**src/bop_pkg.sv**
```systemverilog
// Shared constants, types and helpers of the bridge protection block
package bop_pkg;
	localparam int NB = 4;                  // Half bridges A to D
	localparam int NSYNC = 18;              // Synchronised pin inputs
	localparam int CLK_NS = 20;             // Clock period in ns
	localparam int SHORT_NS = 1000;         // Trip held while limiting that counts as a short
	localparam int SHORT_CYC = (SHORT_NS + CLK_NS - 1) / CLK_NS;
	// Positions in the synchronised input vector
	localparam int SY_OCH = 0;
	localparam int SY_OCL = 4;
	localparam int SY_PWM = 8;
	localparam int SY_WARN = 12;
	localparam int SY_HOT = 13;
	localparam int SY_CLR = 14;
	localparam int SY_FPIN = 16;
	localparam int SY_WPIN = 17;
	localparam logic [NSYNC-1:0] SYNC_RST = 18'h00000;
	// Register byte offsets
	localparam logic [7:0] OFS_STATE = 8'h00;
	localparam logic [7:0] OFS_ISTAT = 8'h04;
	localparam logic [7:0] OFS_IMASK = 8'h08;
	localparam logic [9:0] IMASK_RST = 10'h000;
	localparam logic [9:0] ISTAT_RST = 10'h000;
	// Bridge state, Gray coded along run, limit, shutdown
	typedef enum logic [1:0] {
		ST_RUN    = 2'b00,
		ST_LIM_LS = 2'b01,
		ST_LIM_HS = 2'b11,
		ST_SHUT   = 2'b10
	} bop_st_t;
	// Interrupt events; layout of status and mask registers
	typedef struct packed {
		logic       tsd;
		logic       overtemp_warning_n;
		logic [3:0] lim;
		logic [3:0] shut;
	} bop_evt_t;
	// Gate commands of one half bridge
	typedef struct packed {
		logic hs;
		logic ls;
		logic hiz;
		logic pd;
	} bop_gate_t;
	// True while a bridge is in either limiting state
	function automatic logic bop_limiting(bop_st_t s);
		return (s == ST_LIM_LS) || (s == ST_LIM_HS);
	endfunction : bop_limiting
endpackage : bop_pkg

```
**src/bop_sync.sv**
```systemverilog
// Three-stage input synchroniser; output changes once stages two and three agree
module bop_sync #(
	parameter int              W   = 1,
	parameter logic [W-1:0]    RST = '0
) (
	input  wire logic         clk_i,
	input  wire logic         rst_n_i,
	input  wire logic [W-1:0] d_i,
	output logic      [W-1:0] q_o
);
	logic [W-1:0] s1_q, s2_q, s3_q;
	wire  [W-1:0] agree = ~(s2_q ^ s3_q);

	// Shift chain and agreement filter
	always_ff @(posedge clk_i or negedge rst_n_i) begin
		if (!rst_n_i) begin
			s1_q <= RST;
			s2_q <= RST;
			s3_q <= RST;
			q_o  <= RST;
		end else begin
			s1_q <= d_i;
			s2_q <= s1_q;
			s3_q <= s2_q;
			q_o  <= (s3_q & agree) | (q_o & ~agree);
		end
	end
endmodule : bop_sync

```
**src/bop_bridge.sv**
```systemverilog
// Overcurrent limiting and latching shutdown of one half bridge
module bop_bridge
	import bop_pkg::*;
(
	input  wire logic  clk_i,
	input  wire logic  rst_n_i,
	input  wire logic  latch_mode_i,
	input  wire logic  pwm_i,
	input  wire logic  pwm_rise_i,
	input  wire logic  oc_hs_i,
	input  wire logic  oc_ls_i,
	input  wire logic  clr_rise_i,
	input  wire logic  hold_i,
	input  wire logic  tsd_i,
	output bop_gate_t  gate_o,
	output bop_st_t    state_o,
	output logic       lim_evt_o,
	output logic       shut_evt_o
);
	bop_st_t    st_q, st_d;
	logic [7:0] cnt_q;
	wire        oc = oc_hs_i | oc_ls_i;
	wire        lim = bop_limiting(st_q);
	wire        short_hit = lim && oc && (cnt_q == 8'(SHORT_CYC - 1));

	// Next state
	always_comb begin
		st_d = st_q;
		unique case (st_q)
			ST_RUN: begin
				if (oc && latch_mode_i)
					st_d = ST_SHUT;
				else if (oc_hs_i)
					st_d = ST_LIM_HS;
				else if (oc_ls_i)
					st_d = ST_LIM_LS;
			end
			ST_LIM_LS, ST_LIM_HS: begin
				if (short_hit)
					st_d = ST_SHUT;
				else if (pwm_rise_i)
					st_d = ST_RUN;
			end
			ST_SHUT: begin
				if (clr_rise_i)
					st_d = ST_RUN;
			end
		endcase
	end

	// State and persistence counter
	always_ff @(posedge clk_i or negedge rst_n_i) begin
		if (!rst_n_i) begin
			st_q  <= ST_RUN;
			cnt_q <= 8'h00;
		end else begin
			st_q  <= st_d;
			cnt_q <= (lim && oc) ? cnt_q + 8'h01 : 8'h00;
		end
	end

	// Gate commands; limiting overrides the PWM until the next cycle
	assign gate_o.hiz = (st_q == ST_SHUT) || hold_i || tsd_i;
	assign gate_o.pd  = hold_i;
	assign gate_o.hs  = !gate_o.hiz && st_q == ST_RUN && pwm_i;
	assign gate_o.ls  = !gate_o.hiz && ((st_q == ST_RUN && !pwm_i) || st_q == ST_LIM_HS);
	assign state_o    = st_q;
	assign lim_evt_o  = !lim && bop_limiting(st_d);
	assign shut_evt_o = st_q != ST_SHUT && st_d == ST_SHUT;

	// Assertion helper: cycles in a row spent limiting with the trip present
	logic [7:0] trip_run_q;
	always_ff @(posedge clk_i or negedge rst_n_i) begin
		if (!rst_n_i) begin
			trip_run_q <= 8'h00;
		end else begin
			trip_run_q <= (lim && oc) ? trip_run_q + 8'h01 : 8'h00;
		end
	end
endmodule : bop_bridge

```
**src/bop_top.sv**
```systemverilog
// Overcurrent and thermal protection of a four half-bridge stage, AHB-Lite registers
// Contract
// Each half bridge watches its own high and low FET trip independently.
// Static mode pin picks cycle limiting or latched overcurrent shutdown.
// Cycle limiting steers the bridge so current stops rising, no shutdown.
// A trip that limiting cannot contain latches that bridge into high impedance.
// Low-side trip turns low FET off, high FET held off until next cycle.
// High-side trip turns high FET off, low FET on until next cycle.
// Latched mode: any trip shuts the bridge at once and holds it.
// Controller pulses the pair clear after an overcurrent shutdown is gone.
// Highest trip current setting is only for latched overcurrent mode.
// Warning output low while junction is above the warning level.
// Above shutdown level all bridges go high impedance and fault goes low.
// Thermal shutdown latches; both pair clears must be driven low to clear.
// Clear rising edge releases that pair; thermal needs edges on both.
// Pair clear held low forces its bridges high impedance with weak pulldown.
// A limited bridge stays off until its PWM input starts a new cycle.
// Fault and warning are active-low open drain; fault low on any shutdown.
// Pin inputs are synchronised and filtered so one event acts once. LATCH_MODE_I is used without the filter.
//
// Our own choices: the register addresses and the AHB-Lite register port.
module bop_top
	import bop_pkg::*;
(
	// Clock and reset
	input  wire logic        CLK_I,
	input  wire logic        RST_B_I,
	// AHB-Lite slave
	input  wire logic        HSEL_I,
	input  wire logic [31:0] HADDR_I,
	input  wire logic [1:0]  HTRANS_I,
	input  wire logic        HWRITE_I,
	input  wire logic [2:0]  HSIZE_I,
	input  wire logic [31:0] HWDATA_I,
	input  wire logic        HREADY_I,
	output logic      [31:0] HRDATA_O,
	output logic             HREADYOUT_O,
	output logic             HRESP_O,
	// Controller side
	input  wire logic        LATCH_MODE_I,
	input  wire logic [3:0]  PWM_I,
	input  wire logic        FIRST_PAIR_CLEAR_N_I,
	input  wire logic        SECOND_PAIR_CLEAR_N_I,
	// Detectors and temperature comparators
	input  wire logic [3:0]  OC_HS_I,
	input  wire logic [3:0]  OC_LS_I,
	input  wire logic        TEMP_WARN_I,
	input  wire logic        TEMP_HOT_I,
	// Power stage gate commands
	output logic      [3:0]  HS_ON_O,
	output logic      [3:0]  LS_ON_O,
	output logic      [3:0]  HIZ_O,
	output logic      [3:0]  PULLDOWN_O,
	// Open-drain status pins
	input  wire logic        FAULT_N_I,
	output logic             FAULT_N_O,
	output logic             FAULT_N_OE_O,
	input  wire logic        OVERTEMP_WARNING_N_I,
	output logic             OVERTEMP_WARNING_N_O,
	output logic             OVERTEMP_WARNING_N_OE_O,
	// Interrupt
	output logic             IRQ_O
);
	logic             rs1_q, rst_n;
	logic [NSYNC-1:0] sy;
	logic [3:0]       pwm_prev_q;
	logic [1:0]       clr_prev_q, tclr_q;
	logic             tsd_q, hot_prev_q, warn_prev_q;
	bop_gate_t        gate [NB];
	bop_st_t          st [NB];
	logic [3:0]       lim_evt, shut_evt, shut_lvl, lim_lvl;
	bop_evt_t         ist_q, imask_q, evt;
	logic             ap_wr_q;
	logic [7:0]       ap_addr_q;

	// Reset release through two flops
	always_ff @(posedge CLK_I or negedge RST_B_I) begin
		if (!RST_B_I) begin
			rs1_q <= 1'b0;
			rst_n <= 1'b0;
		end else begin
			rs1_q <= 1'b1;
			rst_n <= rs1_q;
		end
	end

	// Every pin input except LATCH_MODE_I and the bus passes the three-stage filter
	bop_sync #(.W(NSYNC), .RST(SYNC_RST)) u_sync (
		.clk_i   (CLK_I),
		.rst_n_i (rst_n),
		.d_i     ({OVERTEMP_WARNING_N_I, FAULT_N_I, SECOND_PAIR_CLEAR_N_I,
			FIRST_PAIR_CLEAR_N_I, TEMP_HOT_I, TEMP_WARN_I, PWM_I, OC_LS_I, OC_HS_I}),
		.q_o     (sy)
	);

	// Filtered pin fields and edges
	wire [3:0] pwm      = sy[SY_PWM +: 4];
	wire [3:0] pwm_rise = pwm & ~pwm_prev_q;
	wire [1:0] clr      = sy[SY_CLR +: 2];
	wire [1:0] clr_rise = clr & ~clr_prev_q;
	wire       warn     = sy[SY_WARN];
	wire       hot      = sy[SY_HOT];
	wire       latch    = LATCH_MODE_I;

	// Edge history
	always_ff @(posedge CLK_I or negedge rst_n) begin
		if (!rst_n) begin
			pwm_prev_q  <= 4'h0;
			clr_prev_q  <= 2'h0;
			hot_prev_q  <= 1'b0;
			warn_prev_q <= 1'b0;
		end else begin
			pwm_prev_q  <= pwm;
			clr_prev_q  <= clr;
			hot_prev_q  <= hot;
			warn_prev_q <= warn;
		end
	end

	// Thermal latch: set wins; cleared once both pairs saw a rising clear
	wire tclr_done = &(tclr_q | clr_rise);
	always_ff @(posedge CLK_I or negedge rst_n) begin
		if (!rst_n) begin
			tsd_q  <= 1'b0;
			tclr_q <= 2'h0;
		end else begin
			tsd_q  <= hot || (tsd_q && !tclr_done);
			tclr_q <= (tsd_q && !tclr_done) ? (tclr_q | clr_rise) : 2'h0;
		end
	end

	// One independent protection cell per half bridge
	for (genvar b = 0; b < NB; b++) begin : g_br
		bop_bridge u_br (
			.clk_i        (CLK_I),
			.rst_n_i      (rst_n),
			.latch_mode_i (latch),
			.pwm_i        (pwm[b]),
			.pwm_rise_i   (pwm_rise[b]),
			.oc_hs_i      (sy[SY_OCH + b]),
			.oc_ls_i      (sy[SY_OCL + b]),
			.clr_rise_i   (clr_rise[b / 2]),
			.hold_i       (!clr[b / 2]),
			.tsd_i        (tsd_q),
			.gate_o       (gate[b]),
			.state_o      (st[b]),
			.lim_evt_o    (lim_evt[b]),
			.shut_evt_o   (shut_evt[b])
		);
		assign shut_lvl[b] = st[b] == ST_SHUT;
		assign lim_lvl[b]  = bop_limiting(st[b]);

		// Registered gate commands
		always_ff @(posedge CLK_I or negedge rst_n) begin
			if (!rst_n) begin
				HS_ON_O[b]    <= 1'b0;
				LS_ON_O[b]    <= 1'b0;
				HIZ_O[b]      <= 1'b1;
				PULLDOWN_O[b] <= 1'b1;
			end else begin
				HS_ON_O[b]    <= gate[b].hs;
				LS_ON_O[b]    <= gate[b].ls;
				HIZ_O[b]      <= gate[b].hiz;
				PULLDOWN_O[b] <= gate[b].pd;
			end
		end
	end

	// Open-drain status pins; enable pulls the pin low
	wire fault = (|shut_lvl) || tsd_q;
	assign FAULT_N_O            = 1'b0;
	assign OVERTEMP_WARNING_N_O = 1'b0;
	always_ff @(posedge CLK_I or negedge rst_n) begin
		if (!rst_n) begin
			FAULT_N_OE_O            <= 1'b0;
			OVERTEMP_WARNING_N_OE_O <= 1'b0;
		end else begin
			FAULT_N_OE_O            <= fault;
			OVERTEMP_WARNING_N_OE_O <= warn;
		end
	end

	// Events for the interrupt status
	assign evt.shut = shut_evt;
	assign evt.lim  = lim_evt;
	assign evt.overtemp_warning_n  = warn && !warn_prev_q;
	assign evt.tsd  = hot && !hot_prev_q;

	// AHB-Lite address phase decode; zero wait states, always OKAY
	wire ap_go = HSEL_I && HTRANS_I[1] && HREADY_I;
	wire wr_st = ap_wr_q && ap_addr_q == OFS_ISTAT;
	wire wr_mk = ap_wr_q && ap_addr_q == OFS_IMASK;
	wire [31:0] state_word = {17'h00000, sy[SY_WPIN], sy[SY_FPIN], clr, latch,
		tsd_q, warn, lim_lvl, shut_lvl};

	// Register hit: offset matches and the upper address bits are clear
	function automatic logic bop_reg_hit(input logic [31:0] a, input logic [7:0] ofs);
		return a[31:8] == 24'h000000 && a[7:0] == ofs;
	endfunction : bop_reg_hit
	wire [31:0] rd_mux =
		bop_reg_hit(HADDR_I, OFS_STATE) ? state_word :
		bop_reg_hit(HADDR_I, OFS_ISTAT) ? {22'h000000, ist_q} :
		bop_reg_hit(HADDR_I, OFS_IMASK) ? {22'h000000, imask_q} :
		32'h00000000;
	assign HREADYOUT_O = 1'b1;
	assign HRESP_O     = 1'b0;

	// Bus phase registers and read data
	always_ff @(posedge CLK_I or negedge rst_n) begin
		if (!rst_n) begin
			ap_wr_q   <= 1'b0;
			ap_addr_q <= 8'h00;
			HRDATA_O  <= 32'h00000000;
		end else begin
			ap_wr_q   <= ap_go && HWRITE_I && HADDR_I[31:8] == 24'h000000;
			ap_addr_q <= HADDR_I[7:0];
			if (ap_go && !HWRITE_I)
				HRDATA_O <= rd_mux;
		end
	end

	// Sticky status, write one to clear; a new event wins over the clear
	always_ff @(posedge CLK_I or negedge rst_n) begin
		if (!rst_n) begin
			ist_q   <= ISTAT_RST;
			imask_q <= IMASK_RST;
		end else begin
			ist_q <= (ist_q & ~(wr_st ? HWDATA_I[9:0] : 10'h000)) | evt;
			if (wr_mk)
				imask_q <= HWDATA_I[9:0];
		end
	end
	assign IRQ_O = |(ist_q & imask_q);
endmodule : bop_top

```
**config.mk**
```make
export PLATFORM = sky130hd
export DESIGN_NAME = bop_top
export DESIGN_NICKNAME = d
export VERILOG_FILES = /design/src/bop_pkg.sv /design/src/bop_sync.sv /design/src/bop_bridge.sv /design/src/bop_top.sv
export SDC_FILE = /design/constraint.sdc
export NUM_CORES = 1
export LEC_CHECK = 0
export ABC_AREA = 1
export BUFFER_PORTS_ARGS = -buffer_cell sky130_fd_sc_hd__buf_4
export CORE_ASPECT_RATIO = 1.5
export CORE_MARGIN = 4
export CORE_UTILIZATION = 50
export CTS_CLUSTER_DIAMETER = 200
export CTS_CLUSTER_SIZE = 20
export DETAILED_ROUTE_END_ITERATION = 8
export MAX_ROUTING_LAYER = met4
export PLACE_DENSITY = 0.75
export SLEW_MARGIN = 20
export SYNTH_ARGS = -nofsm -noshare
export SYNTH_HDL_FRONTEND = slang
export SYNTH_SLANG_ARGS = --single-unit
```
**constraint.sdc**
```tcl
create_clock -name CLK_I -period 7.6 [get_ports CLK_I]
set_input_delay 0.38 -clock CLK_I [delete_from_list [all_inputs] [get_ports CLK_I]]
set_output_delay 0.38 -clock CLK_I [all_outputs]
set_load 0.02 [all_outputs]
```
==> results of run 1 <==
-- layout by cell type (no fill, tap or decap), drive strengths merged, types with 4 or more instances in the layout --
| cell type | count |
|---|---|
| dfrtp | 178 |
| buf | 103 |
| nor2 | 99 |
| nand2 | 95 |
| inv | 76 |
| nand3 | 48 |
| o21ai | 37 |
| a21oi | 22 |
| conb | 22 |
| nor3 | 22 |
| clkbuf | 22 |
| maj3 | 18 |
| ha | 8 |
| nand4 | 8 |
| dfstp | 6 |
| clkinv | 6 |
| or2 | 4 |
-- state kept, by name, summed over array words and instances (netlist names), 4 cells and up, named ones only --
signal / flops
g_br.u_br.cnt_q: 32
u_sync.s1_q: 18
u_sync.s2_q: 18
u_sync.s3_q: 18
HRDATA_O: 15
imask_q: 10
ist_q: 10
ap_addr_q: 8
g_br.u_br.state_o: 8
HIZ_O: 4
HS_ON_O: 4
LS_ON_O: 4
pwm_prev_q: 4
-- Yosys cell counts, types with 2 or more instances --
cell / n
dfstp_2: 6
o21ai_1: 2
nor4_1: 3
nor3b_1: 3
nand4_1: 7
nor3_1: 21
o211ai_1: 2
dfrtp_1: 178
ha_1: 8
o31ai_2: 3
a22o_1: 3
a31oi_1: 2
conb_1: 2
nand2_1: 94
nand3_1: 48
clkbuf_1: 2
nor2_2: 5
nor2_1: 93
a21oi_1: 22
maj3_1: 18
or2_2: 4
buf_4: 27
a221oi_1: 2
o21ai_0: 35
inv_1: 75
xor2_1: 3
-- how the worst max path moves through the flow --
stage / start / to / cells past startpoint
floorplan: rst_n / FAULT_N_OE_O / 0
global placement: HADDR_I[5] / HRDATA_O[5] / 9
detailed placement: HADDR_I[5] / HRDATA_O[1] / 9
CTS: ist_q[7] / IRQ_O / 4
global route: ist_q[7] / IRQ_O / 4
finish: ist_q[7] / IRQ_O / 4
-- power by group through the flow --
stage | logic (mW) | registers (mW) | clock network (mW)
6_report | 0.335 | 1.13 | 0.862
3_5_place_dp | 0.328 | 1.15 | 0
4_1_cts | 0.336 | 1.13 | 0.879
5_1_grt | 0.379 | 1.15 | 0.923
2_1_floorplan | 0.207 | 1.16 | 0
3_3_place_gp | 0.313 | 1.14 | 0
-- worst reg2reg max path, cell delays in order (launching register included) --
cell	delay [ns]
dfrtp_1	0.36
nor4_1	0.47
nand2_1	0.49
nand2_1	0.19
o21ai_0	0.10
-- stage by stage --
step / utilization [%] / cell area, µm²
5_1_grt: 61.6 / 8620
3_5_place_dp: 57.2 / 8010
4_1_cts: 61.6 / 8610
3_3_place_gp: 57.2 / 8010
6_report: 61.6 / 8620
2_1_floorplan: - / 7220
-- logic make-up after synthesis --
family / after synthesis
buf+inv: 108
xor+xnor: 4
simple gates: 284
compound gates: 77
flops: 184
fa+ha+maj: 26
other cells: 2
-- layout make-up --
class	count	area, µm²
clock inverter	10	120
inverter	76	285
clock buffer	22	474
sequential	184	4620
tap	192	240
timing repair buffer	104	787
fill	1109	5370
multi-input combinational	413	2100
-- metal layers --
metal | global-route usage (%) | up-vias
met5 | - | -
met4 | 8.95 | 0
met3 | 4.72 | 37
met2 | 32.7 | 153
met1 | 21.6 | 2428
li1 | - | 2393
==> reports/metrics.yaml, run 1 <==
synth-edff-count: 0
swShare_pct: 27.1
p_total_mw: 2.33
io_pins: 148
cp_max_fo: 3
gp_congestion: 0.824
drc: 0
clock-sinks: 184
power_report.internal_total_mw: 1.70
clock_skew_ns: 0.0120
arrival_ns: 1.62
first_iter_violations: 272
wl_met2_mm: 7.88
cellLeakagePower_nw: 4.17
n_antenna_cell: 0
period_minus_slack_ns: 2.00
p_sw_uw: 633
route.top_layer_used: "met4"
outcome: "completed"
avgSynthCellArea_um2: 10.4
postCtsHoldBufs: 1
wire_per_inst_um: 14.9
synth_top_area_cell: "dfrtp_1"
synth_top_area_share_pct: 62.3
tns_ns: 0
cap_violations: 0
fin_crit_sh_pct: 26.3
viasPerCell: 5.01
ant_nets: 0
yosys.area_share.simple_pct: 17.5
layout.nets: 897
muxShareOfSynthArea_pct: 0
portBuffers: 100
synth_compound_area_share_pct: 6.28
max-vdd-ir-drop_mv: 0.225
min_path_cells: 1
cp_slowest_stage_delay_ns: 0.40
grt-ovfl-total: 0
finalWirelength_mm: 14.9
hold_start: "FIRST_PAIR_CLEAR_N_I"
yosys-top-cells-area: "dfrtp_1 62%, nand2_1 4.9%, nor2_1 4.9%, inv_1 3.9%, nand3_1 3.4%"
worst-slew-pin-transition_ns: 0.722
crit_path_start_kind: "register"
rr_worst_depth: 4
fmax_mhz: 500
synth-seq-cells: 184
drive_gt1_share_pct: 19.4
die_w_um: 106
preCtsSetupSlack_ns: 5.44
crit_type: "register to primary output"
synth_seq_area_share_pct: 64.5
synth_adder_area_share_pct: 3.92
synth_cell_types: 43
die_y_um: 154
timing.final.hold_violations: 0
rsz0062_at_grt: "no"
dieArea_um2: 16300
postCtsSetupBuffers: 0
synth_top_family_by_area: "simple AND/OR/NAND/NOR gates"
grt_max_degree: 86
wl_met1_mm: 5.75
whs_endpoint: "u_sync.s1_q[14]"
firstDrtPassIters: 5
vias: 5011
async_reset_ff_share_pct: 100
rows: 53
grt_pass1_wl_mm: 24.4
synth_area_um2: 7150
cp_slowest_cell: "dfrtp_1"
whs_ns: 0.0673
yosys_warnings: 0
p_seq_share_pct: 48.7
critPathRequiredTime_ns: 7.22
fin_cells: 1001
cp-end-kind: "primary output"
synth-xor-area-share_pct: 0.490
cts_tree: "built"
reg2reg_setup_slack_ns: 5.84
wl_met3_um: 807
p_per_area_nw_per_um2: 270
setup_viol_count_final: 0
clkTransAtPathRegs_ns: 0.06
htreeDepth: 4
slew_headroom_pct: 51.8
synthCells: 685
setup_slack_ns: 5.60
path_cells: "a22o_1, a221oi_1, nand3b_1, buf_4"
path_buf_inv: 1
antenna_found_initial: 0
drv_slew: 0
cts_root_buf: "clkbuf_16"
clockBufferDepth: 2
r2r_end: "imask_q[9]"
p_comb_share_pct: 14.4
area_growth_pct: 20.6
cts_inserted_buffers: 17
ys.flop_type: "dfrtp_1"
hold_path_class: "primary input to register"
grt_pass1_vias: 5202
cts_resized: 0
insertion_delay_ns: 0.42
initial_core_util_pct: 51.1
crit_family: "compound AO/OA/AOI/OAI gates"
track_usage_pct: 19.3
design.core.area_um2: 14000
timing.rr.start: "ap_addr_q[5]"
dpl.hpwl_mm: 10.4
placed_cells: 968
p_clk_share_pct: 37.0
No activity file was read; power rests on OpenSTA's default activity.
==> inputs of run 2 (changes only) <==
Settings changed: CORE_UTILIZATION 50 to 49, PLACE_DENSITY 0.75 to 0.76.
Clock period 7.6 ns to 1.7 ns, I/O delays scaled along.
==> reports/metrics.yaml, run 2 (synthesized netlist as in run 1, its figures left out) <==
outcome: "completed"
vias: 5169
cts_inserted_buffers: 17
grt_pass1_wl_mm: 24.3
cp_slowest_stage_delay_ns: 0.39
rows: 53
hold_path_class: "primary input to register"
worst-slew-pin-transition_ns: 0.563
track_usage_pct: 18.9
cts_root_buf: "clkbuf_16"
clockBufferDepth: 2
path_cells: "a22o_1, a221oi_2, nand3b_1, buf_6"
p_total_mw: 10.7
p_per_area_nw_per_um2: 1170
setup_viol_count_final: 0
antenna_found_initial: 0
insertion_delay_ns: 0.42
design.core.area_um2: 14200
cp_slowest_cell: "dfrtp_1"
drv_slew: 0
whs_ns: 0.0285
drive_gt1_share_pct: 19.8
portBuffers: 100
n_antenna_cell: 0
regMostFlops: "g_br.u_br.cnt_q"
period_minus_slack_ns: 1.64
crit_path_start_kind: "register"
first_iter_violations: 282
setup_slack_ns: 0.0640
max-vdd-ir-drop_mv: 0.635
cap_violations: 0
fin_crit_sh_pct: 96.2
grt-ovfl-total: 0
dpl.hpwl_mm: 9.97
initial_core_util_pct: 50.4
fmax_mhz: 611
area_growth_pct: 28.1
drc: 0
utilization_pct: 64.5
mostFrequentLayoutCells: "177 x dfrtp_1, 108 x buf_4, 94 x nand2_1"
preCtsSetupSlack_ns: 0.290
path_buf_inv: 1
clkTransAtPathRegs_ns: 0.07
rsz0062_at_grt: "yes"
layout.nets: 945
htreeDepth: 4
arrival_ns: 1.55
clock-sinks: 184
grt_pass1_vias: 5217
grt_max_degree: 109
ant_nets: 0
dieArea_um2: 16600
cts_tree: "built"
die_y_um: 156
finalWirelength_mm: 14.7
critPathRequiredTime_ns: 1.62
cp_max_fo: 3
viasPerCell: 4.93
final_common_cell: "dfrtp_1"
firstDrtPassIters: 5
cellLeakagePower_nw: 4.40
cp-end-kind: "primary output"
io_pins: 148
wire_per_inst_um: 14.0
die_w_um: 107
gp_congestion: 0.843
slew_headroom_pct: 62.5
timing.final.hold_violations: 0
crit_type: "register to primary output"
crit_family: "compound AO/OA/AOI/OAI gates"
clock_skew_ns: 0.00944
largest_register_ffs: 32
==> run 2: changes by cell type in the layout (fill, tap and decap cells not counted) <==
| cell | change |
|---|---|
| inv_8 | +3 |
| buf_12 | +3 |
| clkinv_2 | -1 |
| bufinv_16 | +1 |
| buf_4 | +6 |
| clkinvlp_4 | +1 |
| clkinv_4 | -4 |
| dlygate4sd3_1 | +39 |
| inv_6 | +4 |
| clkbuf_8 | -2 |
| clkbuf_1 | -2 |
| a221oi_1 | -2 |
| a221oi_2 | +2 |
==> run 2: cell type report <==
class                   instances  area, µm²
clock buffers                  18        439
repair buffers                152       1280
well taps                     192        240
flip-flops and latches        184       4620
fillers                      1100       5030
multi-input cells             413       2110
clock inverters                14        186
inverters                      76        285
==> run 2: final timing paths <==
path / start / endpoint / slack, ns / cells after the start
worst max-delay path: imask_q[7] / IRQ_O / 0.06 / 4
worst min-delay path: LATCH_MODE_I / ist_q[4] / 0.03 / 4
worst max register to register: register / tclr_q[0] / 0.26 / 7
worst min register to register: u_sync.s1_q[4] / u_sync.s2_q[4] / 0.35 / 0
max in group asynchronous: rst_n / HRDATA_O[11] / 0.85 / 1
min in group asynchronous: rst_n / u_sync.s2_q[14] / 0.36 / 1
==> run 2: report_power, final <==
| group | switching, mW | internal (mW) |
|---|---|---|
| logic | 0.994 | 0.608 |
| registers | 0.270 | 4.77 |
| clock network | 1.70 | 2.40 |
==> run 2: per-layer routing <==
metal / part of all wire, % / global-route usage, %
met5: 0 / -
met4: 2.1 / 6.89
met3: 5.9 / 3.98
met2: 54 / 33.3
met1: 38 / 21.0
==> run 2: worst min-delay path, cell delays in order <==
cell and delay [ns]:
buf_4 0.14, nor3_1 0.08, inv_1 0.05, nand2_1 0.04
==> run 2: stage by stage <==
step | area [µm²] | instances | TNS, ns
2_1_floorplan | 7230 | 705 | -32.85
3_3_place_gp | 8110 | 976 | 0
3_5_place_dp | 8110 | 976 | 0
4_1_cts | 9140 | 1048 | 0
5_1_grt | 9160 | 1049 | -0.00930
6_report | 9160 | 1049 | 0
==> run 2: what timing repair did <==
item / CTS / global route
hold endpoints to repair: 39 / 0
setup endpoints to repair: 1 / 1
resized for setup: 1 / 2
setup buffers: 0 / 1
hold buffers: 40 / 0
pin swaps: 0 / 2
